===== src/dar_pkg.sv =====
// Shared constants and types for the dual converter serial readout block.
// Overview of operation
// - Two-line auto mode steps input pairs, ignores input_select, A on out_a, B on out_b.
// - Two-line frame is pair bit, a zero, then result MSB first, zero padded.
// - Pseudo-differential lets the sequencer drive the mux in auto modes and forces channel info off.
// - Buffer usable in two-line auto and special modes; one strobe drains it; host fills first.
// - Single-line auto sends all on out_a; out_b floats after the next conversion.
// - Single-line frame is pair bit, converter bit, result, then trailing zeros.
// - Single-line mode offers no full clock, and the buffer only in special read; pseudo order from sequencer.
// - Single-line mode applies buffer, special, pseudo, info bits one read late.
// - Special read shifts both results on out_a for one strobe, twenty clocks apart.
// - Special read with auto-sleep sends each result during the following conversion.
// - Reference write is a setup frame selecting it, then a frame with the level.
// - Reference readback selected by setup frame appears on out_a at next strobe.
// - Readback frame is value and four zeros, or two indicator bits, value, two zeros.
// - Readback drops the A result, keeps B on out_b except when it waits behind a buffer drain, ignores serial input.
// - Both reference levels reset to 7FFh.
// - Register words are 16 bits, MSB first, framed by the read strobe.
// - A register update takes effect right after its sixteenth input bit.
// - Setup register takes one write; others need a selecting setup write first.
// - A setup write sent with a readback request is ignored.
// - Update code 01 writes all of setup; 00 and 11 only input_select when low mode is 0.
// - Setup bit 8 enables the special single-pulse read; reset leaves it off.
// - Setup bit 5 set removes channel indicator bits from every frame.
// - Access code 0100 is a software reset; codes 0000, 0111, 1000, 1111 select nothing, others a register access.
package dar_pkg;
    localparam int WORD_BITS  = 16;
    localparam int FRAME_BITS = 20;
    localparam int PAIR_BITS  = 40;
    localparam int CFG_C      = 14;
    localparam int CFG_R      = 12;
    localparam int CFG_PD     = 10;
    localparam int CFG_FE     = 9;
    localparam int CFG_SR     = 8;
    localparam int CFG_FC     = 7;
    localparam int CFG_PDE    = 6;
    localparam int CFG_CID    = 5;
    localparam logic [15:0] CFG_RESET = 16'h0000;
    localparam logic [15:0] REF_RESET = 16'h07ff;
    localparam logic [15:0] REF_MASK  = 16'h07ff;
    localparam logic [15:0] SEQ_RESET = 16'h0000;
    localparam logic [15:0] CM_RESET  = 16'h0000;
    localparam logic [1:0]  UPD_WHOLE = 2'h1;
    localparam logic [1:0]  UPD_SEL_A = 2'h0;
    localparam logic [1:0]  UPD_SEL_B = 2'h3;
    localparam logic [1:0]  PD_AUTO   = 2'h3;
    localparam logic [3:0]  ACC_RD_CFG = 4'h1;
    localparam logic [2:0]  ACC_WR_REF1 = 3'h2;
    localparam logic [3:0]  ACC_RD_REF1 = 4'h3;
    localparam logic [3:0]  ACC_SWRST  = 4'h4;
    localparam logic [2:0]  ACC_WR_REF2 = 3'h5;
    localparam logic [3:0]  ACC_RD_REF2 = 4'h6;
    localparam logic [3:0]  ACC_WR_SEQ = 4'h9;
    localparam logic [3:0]  ACC_RD_SEQ = 4'hb;
    localparam logic [3:0]  ACC_WR_CM  = 4'hc;
    localparam logic [3:0]  ACC_RD_CM  = 4'he;

    typedef enum logic [2:0] {
        DAR_TGT_NONE,
        DAR_TGT_CFG,
        DAR_TGT_REF1,
        DAR_TGT_REF2,
        DAR_TGT_SEQ,
        DAR_TGT_CM
    } dar_tgt_t;

    typedef struct packed {
        logic        valid;
        logic [15:0] a;
        logic [15:0] b;
    } dar_result_t;

    typedef struct packed {
        logic        ch;
        logic [15:0] a;
        logic [15:0] b;
    } dar_word_t;
endpackage


===== src/dar_serial_regs.sv =====
// Serial register port, readout framing and result buffer of the converter.
`timescale 1ns/1ns
`default_nettype none

module dar_fifo #(
    parameter int W = 33,
    parameter int D = 16
) (
    input  wire logic         clk,
    input  wire logic         nrst,
    input  wire logic         in_valid,
    output logic              in_ready,
    input  wire logic [W-1:0] in_data,
    output logic              out_valid,
    input  wire logic         out_ready,
    output logic [W-1:0]      out_data
);
    localparam int AW = $clog2(D);

    if (D < 2 || (D & (D - 1)) != 0) begin : g_chk
        $error("dar_fifo depth must be a power of two of at least 2");
    end

    typedef struct packed {
        logic [D-1:0][W-1:0] mem;
        logic [AW-1:0]       wp;
        logic [AW-1:0]       rp;
        logic [AW:0]         cnt;
        logic                rdy;
    } dar_fifo_st_t;

    dar_fifo_st_t st;
    dar_fifo_st_t next_st;
    logic         push;
    logic         pop;

    assign out_valid = st.cnt != '0;
    assign out_data  = st.mem[st.rp];
    assign in_ready  = st.rdy;

    always_comb begin
        next_st = st;
        push = in_valid && st.rdy;
        pop  = out_ready && out_valid;
        if (push) begin
            next_st.mem[st.wp] = in_data;
            next_st.wp = st.wp + 1'b1;
        end
        if (pop) begin
            next_st.rp = st.rp + 1'b1;
        end
        next_st.cnt = st.cnt + (AW+1)'(push) - (AW+1)'(pop);
        // Ready is registered so the source sees back-pressure from a flop.
        next_st.rdy = next_st.cnt != (AW+1)'(D);
    end

    always_ff @(posedge clk or negedge nrst) begin
        if (!nrst) begin
            st <= '0;
            st.rdy <= 1'b1;
        end else begin
            st <= next_st;
        end
    end
endmodule

module dar_serial_regs
    import dar_pkg::*;
#(
    parameter int RES_BITS   = 16,
    parameter int FIFO_DEPTH = 16
) (
    input  wire logic              clk,
    input  wire logic              nrst,
    input  wire logic              conversion_trigger,
    input  wire logic              read_strobe,
    input  wire logic              serial_in,
    input  wire logic              mode_select_low,
    input  wire logic              mode_select_high,
    input  wire dar_pkg::dar_result_t result,
    output logic                   result_ready,
    output logic                   conv_start,
    output logic [1:0]             mux_select,
    output logic                   serial_out_a,
    output logic                   serial_out_b,
    output logic                   serial_out_b_oe_n,
    output logic [15:0]            reference_level_one,
    output logic [15:0]            reference_level_two,
    output logic [1:0]             power_mode
);
    import dar_pkg::*;

    if (RES_BITS != 16 && RES_BITS != 14 && RES_BITS != 12) begin : g_chk
        $error("dar_serial_regs resolution must be 12, 14 or 16");
    end

    localparam logic [15:0] RES_MASK =
        16'(~((32'd1 << (16 - RES_BITS)) - 32'd1));
    localparam int WW = $bits(dar_word_t);

    typedef struct packed {
        logic [2:0]  p1;
        logic [2:0]  p2;
        logic [1:0]  m1;
        logic [1:0]  m2;
        logic        cv_d;
        logic        rd_d;
        logic [15:0] cfg;
        logic [15:0] ref1;
        logic [15:0] ref2;
        logic [15:0] seq;
        logic [15:0] cm;
        logic [3:0]  act;
        logic [3:0]  stg;
        dar_tgt_t    wr_tgt;
        dar_tgt_t    rd_tgt;
        logic        in_act;
        logic [4:0]  in_cnt;
        logic [15:0] in_sh;
        logic [39:0] sha;
        logic [19:0] shb;
        logic [5:0]  out_cnt;
        logic        phase;
        logic        drain;
        logic        rb_after;
        logic        b_off;
        logic        ch;
        logic [1:0]  step;
        logic [1:0]  mux;
        dar_word_t   last;
        dar_word_t   prev;
        logic        conv;
        logic        rdy;
    } dar_top_st_t;

    dar_top_st_t st;
    dar_top_st_t next_st;

    logic        cv_rise;
    logic        rd_rise;
    logic        si;
    logic        m_low;
    logic        m_high;
    logic        f_fe;
    logic        f_sr;
    logic        f_pde;
    logic        f_cid;
    logic        single;
    logic        special;
    logic        buf_ok;
    logic        delay_rd;
    logic        fifo_in_valid;
    logic        fifo_in_ready;
    logic        fifo_out_valid;
    logic        fifo_out_ready;
    dar_word_t   fifo_out;
    dar_word_t   cur;
    logic [15:0] w;
    logic [15:0] rb_val;

    // Builds one 20-bit frame; the low result bits are blanked per resolution.
    function automatic logic [19:0] frame(input logic i1, input logic i2,
                                          input logic [15:0] d,
                                          input logic no_info);
        logic [15:0] m;
        m = d & RES_MASK;
        frame = no_info ? {m, 4'h0} : {i1, i2, m, 2'h0};
    endfunction

    function automatic logic [1:0] seq_pick(input logic [15:0] s,
                                            input logic [1:0] n);
        logic [1:0] r;
        r = 2'h0;
        unique case (n)
            2'h0: r = s[11:10];
            2'h1: r = s[9:8];
            2'h2: r = s[7:6];
            2'h3: r = s[5:4];
        endcase
        seq_pick = r;
    endfunction

    dar_fifo #(
        .W (WW),
        .D (FIFO_DEPTH)
    ) u_fifo (
        .clk       (clk),
        .nrst      (nrst),
        .in_valid  (fifo_in_valid),
        .in_ready  (fifo_in_ready),
        .in_data   (WW'({st.ch, result.a, result.b})),
        .out_valid (fifo_out_valid),
        .out_ready (fifo_out_ready),
        .out_data  (fifo_out)
    );

    assign cv_rise = st.p2[2] && !st.cv_d;
    assign rd_rise = st.p2[1] && !st.rd_d;
    assign si      = st.p2[0];
    assign m_low   = st.m2[0];
    assign m_high  = st.m2[1];
    assign f_fe    = st.act[3];
    assign f_sr    = st.act[2];
    assign f_pde   = st.act[1];
    assign f_cid   = st.act[0] || st.act[1];
    assign single  = m_low && m_high;
    assign special = single && f_sr;
    // Buffer serves two-line auto and special reads only.
    assign buf_ok  = f_fe && ((m_low && !m_high) || special);
    assign delay_rd = special && st.cfg[CFG_PD+:2] == PD_AUTO;
    assign fifo_in_valid = result.valid && buf_ok;
    assign w = {st.in_sh[14:0], si};

    assign result_ready      = st.rdy;
    assign conv_start        = st.conv;
    assign mux_select        = st.mux;
    assign serial_out_a      = st.sha[39];
    assign serial_out_b      = st.shb[19];
    assign serial_out_b_oe_n = st.b_off;
    assign reference_level_one = st.ref1;
    assign reference_level_two = st.ref2;
    assign power_mode        = st.cfg[CFG_PD+:2];

    always_comb begin
        unique case (st.rd_tgt)
            DAR_TGT_CFG:  rb_val = st.cfg;
            DAR_TGT_REF1: rb_val = st.ref1;
            DAR_TGT_REF2: rb_val = st.ref2;
            DAR_TGT_SEQ:  rb_val = st.seq;
            DAR_TGT_CM:   rb_val = st.cm;
            default:      rb_val = 16'h0000;
        endcase
    end

    always_comb begin
        next_st = st;
        fifo_out_ready = 1'b0;
        cur = delay_rd ? st.prev : st.last;
        next_st.p1 = {conversion_trigger, read_strobe, serial_in};
        next_st.p2 = st.p1;
        next_st.m1 = {mode_select_high, mode_select_low};
        next_st.m2 = st.m1;
        next_st.cv_d = st.p2[2];
        next_st.rd_d = st.p2[1];
        next_st.conv = cv_rise;
        next_st.rdy = !buf_ok || fifo_in_ready;

        // Flag staging: single-line mode picks up new bits one read late.
        if (!single) begin
            next_st.act = {st.cfg[CFG_FE], st.cfg[CFG_SR],
                           st.cfg[CFG_PDE], st.cfg[CFG_CID]};
        end else begin
            if (rd_rise) begin
                next_st.stg = {st.cfg[CFG_FE], st.cfg[CFG_SR],
                               st.cfg[CFG_PDE], st.cfg[CFG_CID]};
            end
            if (cv_rise) begin
                next_st.act = st.stg;
            end
        end

        // Channel stepping at each conversion start.
        if (cv_rise) begin
            next_st.b_off = m_high;
            if (!m_low) begin
                next_st.mux = f_pde ? st.cfg[CFG_C+:2]
                                    : {1'b0, st.cfg[CFG_C+1]};
                next_st.ch = st.cfg[CFG_C+1];
            end else if (f_pde) begin
                next_st.mux = seq_pick(st.seq, st.step);
                next_st.step = st.step + 2'h1;
                next_st.ch = 1'b0;
            end else begin
                next_st.ch = !st.ch;
                next_st.mux = {1'b0, !st.ch};
            end
        end
        if (!m_high) begin
            next_st.b_off = 1'b0;
        end

        // Unbuffered results are held; the older one serves delayed reads.
        if (result.valid && !buf_ok) begin
            next_st.last = {st.ch, result.a, result.b};
            next_st.prev = st.last;
        end

        // Output shifter.
        if (st.out_cnt != 6'h0) begin
            next_st.sha = {st.sha[38:0], 1'b0};
            next_st.shb = {st.shb[18:0], 1'b0};
            next_st.out_cnt = st.out_cnt - 6'h1;
        end

        // Next buffered word, or a readback waiting behind the buffer.
        if (st.drain && st.out_cnt == 6'h1) begin
            if (fifo_out_valid) begin
                fifo_out_ready = 1'b1;
                // Only a special read puts B behind A on out_a; otherwise the
                // tail stays zero so the line idles low after the last frame.
                next_st.sha = {frame(fifo_out.ch, 1'b0, fifo_out.a, f_cid),
                               special ? frame(fifo_out.ch, 1'b1,
                                               fifo_out.b, f_cid)
                                       : 20'h0};
                next_st.shb = frame(fifo_out.ch, 1'b0, fifo_out.b, f_cid);
                next_st.out_cnt = special ? 6'(PAIR_BITS) : 6'(FRAME_BITS);
            end else begin
                next_st.drain = 1'b0;
                if (st.rb_after) begin
                    next_st.rb_after = 1'b0;
                    next_st.rd_tgt = DAR_TGT_NONE;
                    next_st.sha = {frame(st.ch, 1'b0, rb_val, f_cid),
                                   20'h0};
                    next_st.shb = 20'h0;
                    next_st.out_cnt = 6'(FRAME_BITS);
                end
            end
        end

        // A read strobe starts an output frame and, with no readback pending, a 16-bit input word.
        if (rd_rise) begin
            next_st.in_act = st.rd_tgt == DAR_TGT_NONE;
            next_st.in_cnt = 5'h0;
            if (buf_ok && fifo_out_valid) begin
                fifo_out_ready = 1'b1;
                next_st.drain = 1'b1;
                next_st.rb_after = st.rd_tgt != DAR_TGT_NONE;
                next_st.sha = {frame(fifo_out.ch, 1'b0, fifo_out.a, f_cid),
                               special ? frame(fifo_out.ch, 1'b1,
                                               fifo_out.b, f_cid)
                                       : 20'h0};
                next_st.shb = frame(fifo_out.ch, 1'b0, fifo_out.b, f_cid);
                next_st.out_cnt = special ? 6'(PAIR_BITS) : 6'(FRAME_BITS);
            end else if (st.rd_tgt != DAR_TGT_NONE) begin
                // The A result of this read is dropped in favour of the register.
                next_st.rd_tgt = DAR_TGT_NONE;
                next_st.sha = {frame(st.ch, 1'b0, rb_val, f_cid),
                               20'h0};
                next_st.shb = frame(cur.ch, 1'b0, cur.b, f_cid);
                next_st.out_cnt = 6'(FRAME_BITS);
            end else if (special) begin
                next_st.sha = {frame(cur.ch, 1'b0, cur.a, f_cid),
                               frame(cur.ch, 1'b1, cur.b, f_cid)};
                next_st.shb = 20'h0;
                next_st.out_cnt = 6'(PAIR_BITS);
            end else if (single) begin
                // Alternate strobes carry the A frame, then the B frame.
                next_st.phase = !st.phase;
                next_st.sha = {frame(cur.ch, st.phase,
                                     st.phase ? cur.b : cur.a, f_cid),
                               20'h0};
                next_st.shb = 20'h0;
                next_st.out_cnt = 6'(FRAME_BITS);
            end else begin
                next_st.sha = {frame(cur.ch, 1'b0, cur.a, f_cid),
                               20'h0};
                next_st.shb = frame(cur.ch, 1'b0, cur.b, f_cid);
                next_st.out_cnt = 6'(FRAME_BITS);
            end
        end

        // Serial input word capture, MSB first.
        if (st.in_act && !rd_rise) begin
            next_st.in_sh = w;
            next_st.in_cnt = st.in_cnt + 5'h1;
            if (st.in_cnt == 5'(WORD_BITS - 1)) begin
                next_st.in_act = 1'b0;
                // Committed on the edge right after the sixteenth bit.
                unique case (st.wr_tgt)
                    DAR_TGT_REF1: next_st.ref1 = w & REF_MASK;
                    DAR_TGT_REF2: next_st.ref2 = w & REF_MASK;
                    DAR_TGT_SEQ:  next_st.seq = w;
                    DAR_TGT_CM:   next_st.cm = w;
                    default: begin
                        if (w[CFG_R+:2] == UPD_WHOLE) begin
                            next_st.cfg = w;
                            if (w[3:0] == ACC_SWRST) begin
                                next_st.cfg = CFG_RESET;
                                next_st.ref1 = REF_RESET;
                                next_st.ref2 = REF_RESET;
                                next_st.seq = SEQ_RESET;
                                next_st.cm = CM_RESET;
                                next_st.rd_tgt = DAR_TGT_NONE;
                            end else if (w[2:0] == ACC_WR_REF1) begin
                                next_st.wr_tgt = DAR_TGT_REF1;
                            end else if (w[2:0] == ACC_WR_REF2) begin
                                next_st.wr_tgt = DAR_TGT_REF2;
                            end else if (w[3:0] == ACC_WR_SEQ) begin
                                next_st.wr_tgt = DAR_TGT_SEQ;
                            end else if (w[3:0] == ACC_WR_CM) begin
                                next_st.wr_tgt = DAR_TGT_CM;
                            end else if (w[3:0] == ACC_RD_CFG) begin
                                next_st.rd_tgt = DAR_TGT_CFG;
                            end else if (w[3:0] == ACC_RD_REF1) begin
                                next_st.rd_tgt = DAR_TGT_REF1;
                            end else if (w[3:0] == ACC_RD_REF2) begin
                                next_st.rd_tgt = DAR_TGT_REF2;
                            end else if (w[3:0] == ACC_RD_SEQ) begin
                                next_st.rd_tgt = DAR_TGT_SEQ;
                            end else if (w[3:0] == ACC_RD_CM) begin
                                next_st.rd_tgt = DAR_TGT_CM;
                            end
                        end else if ((w[CFG_R+:2] == UPD_SEL_A ||
                                      w[CFG_R+:2] == UPD_SEL_B) &&
                                     !m_low) begin
                            next_st.cfg[CFG_C+:2] = w[CFG_C+:2];
                        end
                    end
                endcase
                if (st.wr_tgt != DAR_TGT_NONE) begin
                    next_st.wr_tgt = DAR_TGT_NONE;
                end
            end
        end
    end

    always_ff @(posedge clk or negedge nrst) begin
        if (!nrst) begin
            st <= '0;
            st.cfg <= CFG_RESET;
            st.ref1 <= REF_RESET;
            st.ref2 <= REF_RESET;
            st.seq <= SEQ_RESET;
            st.cm <= CM_RESET;
            st.wr_tgt <= DAR_TGT_NONE;
            st.rd_tgt <= DAR_TGT_NONE;
            st.rdy <= 1'b1;
        end else begin
            st <= next_st;
        end
    end
endmodule

`default_nettype wire


===== config.mk =====
export PLATFORM = sky130hd
export DESIGN_NAME = dar_serial_regs
export DESIGN_NICKNAME = d
export VERILOG_FILES = /design/src/dar_pkg.sv /design/src/dar_serial_regs.sv
export SDC_FILE = /design/constraint.sdc
export NUM_CORES = 1
export LEC_CHECK = 0
export BUFFER_PORTS_ARGS = -buffer_cell sky130_fd_sc_hd__clkbuf_2
export CAP_MARGIN = 20
export CELL_PAD_IN_SITES_DETAIL_PLACEMENT = 1
export CELL_PAD_IN_SITES_GLOBAL_PLACEMENT = 1
export CORE_MARGIN = 1
export CORE_UTILIZATION = 27
export DETAILED_ROUTE_END_ITERATION = 16
export GPL_ROUTABILITY_DRIVEN = 0
export HOLD_SLACK_MARGIN = 0.06
export MAX_ROUTING_LAYER = met4
export PLACE_DENSITY = 0.56
export SLEW_MARGIN = 20
export SYNTH_ARGS = -nofsm -noshare
export SYNTH_HDL_FRONTEND = slang
export SYNTH_HIERARCHICAL = 1
export SYNTH_SLANG_ARGS = --single-unit

===== constraint.sdc =====
create_clock -name clk -period 9.54 [get_ports clk]
set_clock_uncertainty 0.2 [all_clocks]
set_input_delay 1.908 -clock clk [delete_from_list [all_inputs] [get_ports clk]]
set_output_delay 1.908 -clock clk [all_outputs]
set_load 0.01 [all_outputs]

# Word level (Yosys, flattened, before mapping)
# Index checks and enable logic that the tools add are counted.
[totals]
reg_bits = 813
out_inout_bits = 41
[classes]
addsub = 7
magnitude_cmp = 3
eq_ne = 32
muxes = 84
n_bitwise = 8
n_reduce_logical = 62
[ops]
columns = ["op", "n"]
rows = [
  ["bitwise mux 528 bit", 1],
  ["2-to-1 mux 66 bit", 8],
  ["2-to-1 mux 20 bit", 9],
  ["binary-select mux 33 bit (select 4 bit)", 1],
  ["demux 33 bit (select 4 bit)", 1],
  ["one-hot mux 16 bit (2 select lines)", 4],
  ["2-to-1 mux 33 bit", 3],
  ["2-to-1 mux 80 bit", 1],
  ["one-hot mux 16 bit (5 select lines)", 1],
  ["2-to-1 mux 69 bit", 1],
  ["2-to-1 mux 64 bit", 1],
  ["2-to-1 mux 3 bit", 21],
  ["2-to-1 mux 25 bit", 1],
  ["AND reduction 5 bit", 5],
  ["2-to-1 mux 6 bit", 4],
  ["nonzero test 2 bit", 11],
  ["2-to-1 mux 2 bit", 10],
  ["equality test 4 bit (second input constant)", 4],
  ["logical AND 1 bit", 16],
  ["2-to-1 mux 16 bit", 1],
  ["equality test 3 x 2 -> 1 bit (second input constant)", 5],
  ["equality test 3 bit (second input constant)", 5],
  ["2-to-1 mux 4 bit", 3],
  ["OR reduction 3 bit", 4],
  ["other kinds (35)", 75],
]

# Depth between registers and ports, before layout
# Gate-level depths: netlist of run 1.
[depth]
ltp_word = 21
mapped_depth = 18

# By module
# Netlist of run 1, hierarchy kept.
[modules_own_cells]
columns = ["module", "n_inst", "cells_each", "area_per_inst_um2", "seq_area_each_um2"]
rows = [
  ["dar_fifo", 1, 1506, 24502.2, 13564.3],
  ["dar_serial_regs", 1, 1366, 13967.1, 6535.0],
]

# Least setup slack after synthesis of run 1
# Ideal clock, no wire load.
[synth_timing]
path_type = "input port to flip-flop"
start = "in result[32] (netlist name)"
end = "reg u_fifo.st (netlist bit u_fifo/in_ready)"
setup_ps = 86
t_arrival_ps = 3727
path_slack_ps = 5527
cell_stages = 10
path_cell_list = "and2_1 > nand2_2 > ha_1 > inv_1 > ha_1 > fa_1 > a21oi_1 > o21bai_1 > xnor2_1 > nand3b_1"
[synth_lines]
columns = ["item", "line_no", "rtl"]
rows = [
  ["from (decl)", "dar_serial_regs.sv:80", "input wire dar_pkg::dar_result_t result,"],
  ["to (signal assigned)", "dar_serial_regs.sv:62", "st <= next_st;"],
  ["to (decl)", "dar_serial_regs.sv:32", "dar_fifo_st_t st;"],
]

==> results of run 1 <==
==> stage by stage <==
stage,hold slack [ns],cells
finish,0.147,4804
detailed placement,0.137,4628
global placement,0.133,4628
global route,0.156,4804
floorplan,0.131,2881
CTS,0.150,4802
==> synth_stat cells (20+ instances only) <==
library cell  count  area [um2]
a21oi_1          82         410
ha_1             20         250
buf_4            67         503
o21ai_0          83         415
o22a_1           24         210
inv_1            26        97.6
mux2i_1         150        1500
a22oi_1          74         556
o22ai_1          32         200
a22o_1           34         298
dfstp_2          24         631
buf_2            76         380
o221ai_1         20         175
nor2_1          111         417
nand2_1         150         563
mux2_2          561        6320
mux4_2          134        3020
dfrtp_1         778       19500
nand3_1          36         180
mux2_4           30         450
mux2_1           29         327
clkbuf_1        103         387
==> state kept, by name, indices dropped and copies added, names as in the netlist, 2 cells and up <==
name,count
mux_select,2
reference_level_two,11
st,216
next_st,7
power_mode,2
u_fifo/st,541
reference_level_one,11
==> power groups by stage <==
stage / logic, mW / clock network, mW / registers (mW)
3_3_place_gp: 0.600 / 0 / 3.78
2_1_floorplan: 0.413 / 0 / 3.69
4_1_cts: 0.611 / 3.84 / 3.72
6_report: 0.603 / 3.72 / 3.72
5_1_grt: 0.680 / 3.97 / 3.74
3_5_place_dp: 0.608 / 0 / 3.78
==> per-layer routing <==
| metal | up-vias | track usage (%) | share of wire (%) |
|---|---|---|---|
| met5 | - | - | 0 |
| met4 | 0 | 6.43 | 3.6 |
| met3 | 183 | 2.77 | 4.4 |
| met2 | 443 | 25.2 | 46 |
| met1 | 12800 | 22.4 | 46 |
| li1 | 10500 | - | - |
==> kinds of logic (layout without fill, tap and decap cells) <==
group | Yosys count | in the layout | synth area share, %
other cells | 1 | 12 | 0.00975
buf+inv | 290 | 321 | 3.87
simple gates | 405 | 405 | 4.96
flops | 802 | 802 | 52.2
mux | 904 | 904 | 30.2
xor+xnor | 20 | 20 | 0.455
compound gates | 429 | 429 | 7.57
fa+ha+maj | 21 | 21 | 0.703
==> worst min path at each step <==
stage | from | slack (ns) | end
after CTS | next_st[262]$_DFF_PN0_ | 0.15 | m_high$_DFF_PN0_
after floorplan | next_st[262]$_DFF_PN0_ | 0.13 | m_high$_DFF_PN0_
final | next_st[262]$_DFF_PN0_ | 0.15 | m_high$_DFF_PN0_
after global routing | next_st[262]$_DFF_PN0_ | 0.16 | m_high$_DFF_PN0_
after detailed placement | next_st[262]$_DFF_PN0_ | 0.14 | m_high$_DFF_PN0_
after global placement | next_st[262]$_DFF_PN0_ | 0.13 | m_high$_DFF_PN0_
==> critical path, stage by stage (launching register included) <==
cell      delay (ns)
dfrtp_1         0.39
inv_1           0.09
ha_1            0.14
or4b_1          0.64
and4_1          0.47
a21oi_1         0.62
inv_1           0.08
and2_1          0.22
ha_1            0.30
inv_1           0.04
ha_1            0.20
fa_1            0.41
a21oi_1         0.18
o21bai_1        0.09
xnor2_1         0.20
nand3b_1        0.10
==> cell type report <==
cell class | count | area (um2) | area share [%]
timing repair buffer | 121 | 793 | 1.82
clock buffer | 147 | 2890 | 6.61
antenna | 2 | 5.00 | 0.0115
multi-input combinational | 1789 | 17100 | 39.1
tap | 1890 | 2360 | 5.42
clock inverter | 27 | 317 | 0.726
sequential | 802 | 20100 | 46.1
inverter | 26 | 97.6 | 0.224
==> metrics.yaml, run 1 <==
cp.arrival_ns: 4.86
path_clk_slew_ns: 0.06
syn_inst: 2872
die_w_um: 379
endpoint_kind: "flip-flop"
final_common_cell: "dfrtp_1"
drtAntennaViolNets: 0
yosys_warnings: 6
dieArea_um2: 144000
leakagePower_nw: 19.8
grt-ovfl-total: 0
dominantRegCellSynth: "dfrtp_1"
fmax_mhz: 224
drt_iter0_markers: 1545
maxCapViolCount: 0
finalCritPeriodShare_pct: 46.7
clk_path_buf_depth: 3
p_total_mw: 8.04
endpoint: "u_fifo/in_ready$_DFF_PN1_"
relSlewSlack_pct: 27.0
cts_num_sinks: 802
grt_max_degree: 154
finalCriticalPeriod_ns: 4.46
cts_setup_buffers: 0
finalSetupTns_ns: 0
status: "finished, final reports clean"
path_max_fanout: 15
ir_worst_vdd_uv: 129
antenna_found_initial: 3
drive_gt1_share_pct: 36.6
dr.pass1.iters: 5
syn_area_um2: 38500
cp-start-kind: "flip-flop"
p_sw_mw: 2.01
r2r_setup_slack_ns: 5.08
avgSynthCellArea_um2: 13.4
p_sw_share_pct: 25.0
p_seq_share_pct: 46.3
design_area_um2: 43600
synth_edf_count: 0
via_count: 23900
fill_cells: 15000
hpwl_um: 67400
initial_utilization_pct: 27.2
internal_power_mw: 6.03
hold_buffers: 0
cp.required_ns: 9.94
final_util_pct: 30.8
fp.dieH_um: 379
area_growth_pct: 13.4
hold_violations: 0
num-nets-final: 2896
power_frac_comb_pct: 7.5
holdPathStages: 0
cp-startpoint: "u_fifo/st[4]$_DFF_PN0_"
cts_tree: "yes"
tightest_slew_ns: 1.09
drc_errors: 0
row_count: 138
finalWorstSetupSlack_ns: 5.08
ios: 81
synth.distinct_cells: 77
insertion_delay_ns: 0.68
synth-seq-area-share_pct: 52.2
power_density_nw_per_um2: 184
ys_seq_elements: 802
post-place-ws_ns: 5.09
place_area_um2: 40400
cts_resized: 0
portBuffers: 70
r2r_cells: 15
htree_levels: 3
cts_made_buffers: 95
r2r_end: "u_fifo/in_ready$_DFF_PN1_"
criticalPathCategory: "flip-flop to flip-flop"
root_buffer: "clkbuf_16"
grt_pass1_vias: 26000
core_um2: 141000
grt_setup_unrepaired: "false"
vias_per_cell: 4.97
layout_common_cells: "dfrtp_1, mux2_2, mux2i_1, nand2_1, mux4_2"
power_frac_clock_pct: 46.2
wl_um: 114000
drv_slew: 0
hold_path_class: "flip-flop to flip-flop"
async_flop_share_pct: 100
finalSetupViolations: 0
routedWlPerCell_um: 23.7
grtUsageTotal_pct: 16.7
grt_pass1_wl_um: 175000
reg2reg_from: "u_fifo/st[4]$_DFF_PN0_"
No activity file was read; power rests on OpenSTA's default activity.
==> run 2: changes to the inputs <==
--- a/config.mk
+++ b/config.mk
@@ -15,7 +15,7 @@
 export GPL_ROUTABILITY_DRIVEN = 0
 export HOLD_SLACK_MARGIN = 0.06
 export MAX_ROUTING_LAYER = met4
-export PLACE_DENSITY = 0.56
+export PLACE_DENSITY = 0.57
 export SLEW_MARGIN = 20
 export SYNTH_ARGS = -nofsm -noshare
 export SYNTH_HDL_FRONTEND = slang
==> constraint.sdc (replaced) <==
create_clock -name clk -period 3.9 [get_ports clk]
set_clock_uncertainty 0.2 [all_clocks]
set_input_delay 0.78 -clock clk [delete_from_list [all_inputs] [get_ports clk]]
set_output_delay 0.78 -clock clk [all_outputs]
set_load 0.01 [all_outputs]
==> run 2 against run 1 <==
Net effect:
- non-clock buffer count grew 80
- total power grew 140%
- fmax grew 25%
- flip-flop and latch count is the same
- first-iteration DRC count shrank 15%
- combinational power grew to 2.6 times the previous value
==> metrics.yaml, run 2 (synthesis results as in run 1) <==
holdPathEnd: "next_st[260]$_DFF_PN0_"
cp-startpoint: "u_fifo/st[3]$_DFF_PN0_"
hold_violations: 0  # unchanged
place_area_um2: 41400  # +2.5%
path_max_fanout: 5  # -10
endpoint_kind: "flip-flop"
fill_cells: 14900  # -0.26%
die_w_um: 379  # unchanged
cp-start-kind: "flip-flop"
htree_levels: 3  # unchanged
post-place-ws_ns: 0.292  # -4.79 ns
grt-ovfl-total: 0  # unchanged
hpwl_um: 74200  # +10%
grt_setup_unrepaired: "false"
power_density_nw_per_um2: 437  # +140%
hold_path_class: "flip-flop to flip-flop"
status: "finished, final reports clean"
fp.dieH_um: 379  # unchanged
reg2reg_from: "u_fifo/st[3]$_DFF_PN0_"
grt_pass1_vias: 26300  # +1.5%
grt_max_degree: 82  # -47%
cts_tree: "yes"
hold_buffers: 6  # +6
final_util_pct: 31.5  # +0.67 points
num-nets-final: 2972  # +2.6%
critPathMaxStageDelay_ns: 0.56  # -0.08 ns
slowest_stage: "or4b_1"
ios: 81  # unchanged
drt_iter0_markers: 1315  # -15%
cts_made_buffers: 91  # -4.2%
crit_buf_inv: 3  # unchanged
portBuffers: 70  # unchanged
criticalPathCategory: "flip-flop to flip-flop"
layout_common_cells: "dfrtp_1, mux2_2, mux2i_1, nand2_1, mux4_2"
drtAntennaViolNets: 0  # unchanged
cts_num_sinks: 802  # unchanged
cts_resized: 0  # unchanged
leakagePower_nw: 20.3  # +2.3%
finalSetupViolations: 0  # unchanged
antenna_found_initial: 6  # +3
holdPathStages: 0  # unchanged
wl_um: 115000  # +0.91%
design_area_um2: 44600  # +2.2%
r2r_cells: 15  # unchanged
fmax_mhz: 280  # +25%
largest_register_ffs: 541  # unchanged
routedWlPerCell_um: 23.6  # -0.70%
reg_top3: "u_fifo/st (541), st (216)"
clk_path_buf_depth: 3  # unchanged
largest-register: "u_fifo/st"
r2r_setup_slack_ns: 0.33  # -4.75 ns
maxCapViolCount: 0  # unchanged
drc_errors: 0  # unchanged
core_um2: 141000  # unchanged
cp.arrival_ns: 4.00  # -0.86 ns
area_growth_pct: 15.9
worstHoldStart: "next_st[267]$_DFF_PN0_"
grt_pass1_wl_um: 178000  # +1.5%
dr.pass1.iters: 5  # unchanged
grtUsageTotal_pct: 16.9  # +0.20 points
finalSetupTns_ns: 0  # unchanged
final_common_cell: "dfrtp_1"
drv_slew: 0  # unchanged
ir_worst_vdd_uv: 307  # +140%
hold_ws_ns: 0.147  # +0.0000210 ns
dieArea_um2: 144000  # unchanged
finalWorstSetupSlack_ns: 0.332  # -4.75 ns
initial_utilization_pct: 27.2  # unchanged
via_count: 24300  # +1.9%
root_buffer: "clkbuf_16"
finalCriticalPeriod_ns: 3.57  # -0.892 ns
relSlewSlack_pct: 24.1  # -2.9 points
drive_gt1_share_pct: 38.0  # +1.4 points
insertion_delay_ns: 0.71  # +0.03 ns
tightest_slew_ns: 1.13  # +0.0376 ns
finalCritPeriodShare_pct: 91.5  # +45 points
cp_top_family: "simple AND/OR/NAND/NOR gates"
cp.required_ns: 4.33  # -5.61 ns
row_count: 138  # unchanged
r2r_end: "u_fifo/in_ready$_DFF_PN1_"
cts_setup_buffers: 0  # unchanged
vias_per_cell: 4.98  # +0.25%
path_clk_slew_ns: 0.07  # about the same
path_cells: "inv_1 > ha_1 > or4b_1 > and4_1 > a21oi_1 > inv_1 > and2_1 > ha_1 > inv_1 > ha_1 > fa_1 > a21oi_1 > o21bai_1 > xnor2_1 > nand3b_1"
[run 2: how the worst max path moves through the flow]
stage / cells after the start / to / slack (ns)
global placement: 15 / u_fifo/in_ready$_DFF_PN1_ / 0.37
global route: 15 / u_fifo/in_ready$_DFF_PN1_ / 0.09
CTS: 15 / u_fifo/in_ready$_DFF_PN1_ / 0.28
detailed placement: 15 / u_fifo/in_ready$_DFF_PN1_ / 0.29
floorplan: 18 / u_fifo/in_ready$_DFF_PN1_ / 0.13
finish: 15 / u_fifo/in_ready$_DFF_PN1_ / 0.33
[run 2: cell type report]
| class | count | area (um2) | share of cell area, % |
|---|---|---|---|
| flip-flops and latches | 802 | 20100 | 45.1 |
| multi-input cells | 1789 | 17100 | 38.2 |
| clock buffers | 142 | 2780 | 6.24 |
| well taps | 1890 | 2360 | 5.30 |
| repair buffers | 201 | 1860 | 4.17 |
| clock inverters | 28 | 307 | 0.688 |
| inverters | 26 | 97.6 | 0.219 |
| diodes | 4 | 10.0 | 0.0225 |
[run 2: power breakdown]
group	leakage, nW	switching [mW]	total [mW]	internal, mW
Combinational	7.97	0.901	1.54	0.637
Sequential	10.8	0.412	9.09	8.68
Clock	1.52	3.62	8.85	5.23
Total	20.3	4.93	19.5	14.5
[run 2: metal layers]
metal	global-route usage, %	vias to the layer above	share of wire, %
met5	-	-	0
met4	4.75	0	2.1
met3	2.55	148	3.5
met2	26.5	380	47
met1	22.6	13100	47
li1	-	10700	-
[run 2: metrics by stage]
stage                     power, mW  cells
after floorplan                10.0   2881
after global placement         10.8   4702
after detailed placement       10.8   4702
after CTS                      19.8   4878
after global routing           20.3   4882
final                          19.5   4882
==> run 3: changes to the inputs <==
--- a/config.mk
+++ b/config.mk
@@ -5,8 +5,9 @@
 export SDC_FILE = /design/constraint.sdc
 export NUM_CORES = 1
 export LEC_CHECK = 0
+export ABC_AREA = 1
 export BUFFER_PORTS_ARGS = -buffer_cell sky130_fd_sc_hd__clkbuf_2
-export CAP_MARGIN = 20
+export CAP_MARGIN = 25
 export CELL_PAD_IN_SITES_DETAIL_PLACEMENT = 1
 export CELL_PAD_IN_SITES_GLOBAL_PLACEMENT = 1
 export CORE_MARGIN = 1
@@ -15,7 +16,7 @@
 export GPL_ROUTABILITY_DRIVEN = 0
 export HOLD_SLACK_MARGIN = 0.06
 export MAX_ROUTING_LAYER = met4
-export PLACE_DENSITY = 0.57
+export PLACE_DENSITY = 0.61
 export SLEW_MARGIN = 20
 export SYNTH_ARGS = -nofsm -noshare
 export SYNTH_HDL_FRONTEND = slang
==> run 3 against run 2 <==
Net effect:
- flip-flop and latch count stayed put
- non-clock buffer count is 20 lower
- via count increased by 46%
- critical endpoint unchanged
- utilization fell by 0.72 points
- clock power rose by 5.5%
- synthesized cell count increased by 90%
- worst setup slack improved by 0.20 ns
- register-to-register slack improved by 0.20 ns
- sequential power down 2.2%
- sequential share of layout area down 2.2 points
- global-route usage increased by 3.1 points
==> metrics.yaml, run 3 <==
status: "finished, final reports clean"
syn_inst: 5447  # +90%
criticalPathCategory: "flip-flop to flip-flop"
cp.required_ns: 4.33  # about the same
final_common_cell: "nand2_1"
cp-start-kind: "flip-flop"
cts_num_sinks: 802  # unchanged
finalSetupViolations: 0  # unchanged
htree_levels: 3  # unchanged
fmax_mhz: 297  # +6.0%
reg2reg_from: "u_fifo/st[4]$_DFF_PN0_"
hold_path_class: "primary input to flip-flop"
r2r_cells: 18  # +3
cp.depth: 18  # +3
antenna_found_initial: 6  # unchanged
drt_iter0_markers: 2549  # +94%
synth_top_cell_by_area: "dfrtp_1"
core_um2: 152000  # +7.5%
fp.dieH_um: 394  # +3.7%
endpoint: "u_fifo/in_ready$_DFF_PN1_"
path_max_fanout: 8  # +3
insertion_delay_ns: 0.71  # about the same
synth-seq-area-share_pct: 48.5  # -3.7 points
ios: 81  # unchanged
cts_setup_buffers: 0  # unchanged
grt.busiest_layer: "met2"
num-nets-final: 5407  # +82%
maxCapViolCount: 0  # unchanged
grt-ovfl-total: 0  # unchanged
finalCritPeriodShare_pct: 86.3  # -5.1 points
initial_utilization_pct: 27.2  # about the same
r2r_setup_slack_ns: 0.53  # +0.20 ns
routedWlPerCell_um: 20.2  # -14%
drive_gt1_share_pct: 9.02  # -29 points
area_growth_pct: 13.2
power_density_nw_per_um2: 426  # -2.5%
portBuffers: 70  # unchanged
reg_top3: "u_fifo/st (541), st (216)"
grt_use_met1_pct: 27.3  # +4.6 points
synth.distinct_cells: 49  # -36%
cts_tree: "yes"
synthTopCellsByArea: "dfrtp_1, nand2_1, o21ai_0"
synth_most_common_cell: "nand2_1"
grt_setup_unrepaired: "false"
ir_worst_vdd_uv: 352  # +15%
die_w_um: 394  # +3.7%
hpwl_um: 93800  # +26%
layout_common_cells: "nand2_1, dfrtp_1, inv_1"
grtUsageMet2_pct: 30.3  # +3.7 points
cp_top_family: "simple AND/OR/NAND/NOR gates"
grt_max_degree: 93  # +13%
grt_util_met3_pct: 3.02  # +0.46 points
critPathMaxStageDelay_ns: 0.42  # -0.14 ns
cts_made_buffers: 95  # +4.4%
yosys_warnings: 6  # unchanged
crit_buf_inv: 5  # +2
path_cells: "inv_1 > ha_1 > nand3_1 > nand2_4 > clkinv_1 > nor2_2 > inv_1 > nand2_1 > inv_1 > ha_1 > inv_1 > ha_1 > fa_1 > nand3_1 > nand2_1 > o21ai_0 > nand2_1 > nand3_1"
grt_pass1_vias: 36300  # +38%
crit_path_frequent_cell: "inv_1"
ys_seq_elements: 802  # unchanged
hold_buffers: 6  # unchanged
vias_per_cell: 4.77  # -4.3%
slowest_stage: "fa_1"
finalWorstSetupSlack_ns: 0.533  # +0.201 ns
grtUsageTotal_pct: 20.1  # +3.1 points
via_count: 35600  # +46%
clk_path_buf_depth: 3  # unchanged
dominantRegCellSynth: "dfrtp_1"
hold_violations: 0  # unchanged
wl_um: 151000  # +31%
dr.pass1.iters: 5  # unchanged
drv_slew: 0  # unchanged
dieArea_um2: 155000  # +7.6%
yosys-top-cells-count: "nand2_1, dfrtp_1, inv_1"
synth_edf_count: 0  # unchanged
path_clk_slew_ns: 0.06  # about the same
largest_register_ffs: 541  # unchanged
r2r_end: "u_fifo/in_ready$_DFF_PN1_"
tightest_slew_ns: 1.14  # +0.0167 ns
cp-startpoint: "u_fifo/st[4]$_DFF_PN0_"
cp.arrival_ns: 3.80  # -0.20 ns
root_buffer: "clkbuf_16"
finalCriticalPeriod_ns: 3.37  # -0.201 ns
drc_errors: 0  # unchanged
finalSetupTns_ns: 0  # unchanged
grt_pass1_wl_um: 232000  # +31%
drtAntennaViolNets: 0  # unchanged
post-place-ws_ns: 0.546  # +0.254 ns
leakagePower_nw: 21.7  # +7.2%
cts_resized: 0  # unchanged
syn_area_um2: 41400  # +7.6%
row_count: 143  # +3.6%
synth.top_cell.area_share_pct: 47.0  # -3.6 points
avgSynthCellArea_um2: 7.60  # -43%
relSlewSlack_pct: 23.0  # -1.1 points
largest-register: "u_fifo/st"
endpoint_kind: "flip-flop"
async_flop_share_pct: 100  # unchanged
[run 3: changes by cell type after synthesis, moves of 34 or more]
cell	previous run	this run
a22o_1	34	0
buf_2	76	143
mux2_2	561	30
o21ai_1	0	182
o211ai_1	8	42
nand3_1	36	556
mux4_2	134	0
o21ai_0	83	564
nand2_1	150	1782
buf_6	7	56
mux2i_1	150	5
a22oi_1	74	6
inv_1	26	650
[run 3: worst reg2reg max path: stages, from the launching register on]
cell and delay [ns]:
dfrtp_1 0.38, inv_1 0.11, ha_1 0.16, nand3_1 0.28
nand2_4 0.29, clkinv_1 0.13, nor2_2 0.12, inv_1 0.05
nand2_1 0.09, inv_1 0.09, ha_1 0.28, inv_1 0.05
ha_1 0.20, fa_1 0.42, nand3_1 0.13, nand2_1 0.06
o21ai_0 0.07, nand2_1 0.09, nand3_1 0.09
[run 3: cells by family after synthesis]
logic type / Yosys count / share of synthesized area, %
and+or+nand+nor: 2568 / 25.8
adders and majority gates: 21 / 0.653
xor gates and xnor gates: 11 / 0.233
other: 1 / 0.00906
AOI/OAI and AO/OA: 941 / 12.1
DFF: 802 / 48.5
muxes: 35 / 0.937
buffers and inverters: 1068 / 11.7
[run 3: area by class of cell]
cell class	count	area, um2
fillers	18600	105000
flip-flops and latches	802	20100
multi-input cells	3586	16600
clock buffers	150	2910
inverters	680	2560
well taps	2030	2540
repair buffers	181	1730
clock inverters	24	354
diodes	4	10.0
[run 3: where the power goes]
group          switching [mW]  leakage, nW  internal, mW  total (mW)
Clock                    3.77         1.61          5.57        9.34
Combinational            1.23         9.35         0.510        1.74
Sequential              0.225         10.8          8.66        8.89
Total                    5.22         21.7          14.7        20.0
[run 3: worst min-delay path by stage]
stage                                      start  slack [ns]                      to  cells past startpoint
after global routing                  result[11]        0.15      st[46]$_DFFE_PN0P_                      2
after detailed placement  next_st[266]$_DFF_PN0_        0.14  next_st[259]$_DFF_PN0_                      0
after floorplan           next_st[262]$_DFF_PN0_        0.13        m_high$_DFF_PN0_                      0
after CTS                             result[30]         0.1      st[65]$_DFFE_PN0P_                      3
after global placement    next_st[267]$_DFF_PN0_        0.13  next_st[260]$_DFF_PN0_                      0
final                                 result[30]        0.15      st[65]$_DFFE_PN0P_                      3
[run 3: metrics by stage]
stage | hold slack [ns] | cell area [um2] | instances | power (mW) | utilization (%)
2_1_floorplan | 0.131 | 41400 | 5456 | 10.0 | -
3_3_place_gp | 0.135 | 43400 | 7269 | 10.7 | 28.5
3_5_place_dp | 0.142 | 43400 | 7269 | 10.8 | 28.5
4_1_cts | 0.0954 | 46700 | 7449 | 20.2 | 30.7
5_1_grt | 0.147 | 46800 | 7456 | 20.8 | 30.8
6_report | 0.151 | 46800 | 7457 | 20.0 | 30.8
[run 3: layer usage]
layer	routed length, um	vias up
li1	-	17000
met5	0	-
met4	4870	0
met3	7060	205
met1	71400	17700
met2	67200	667
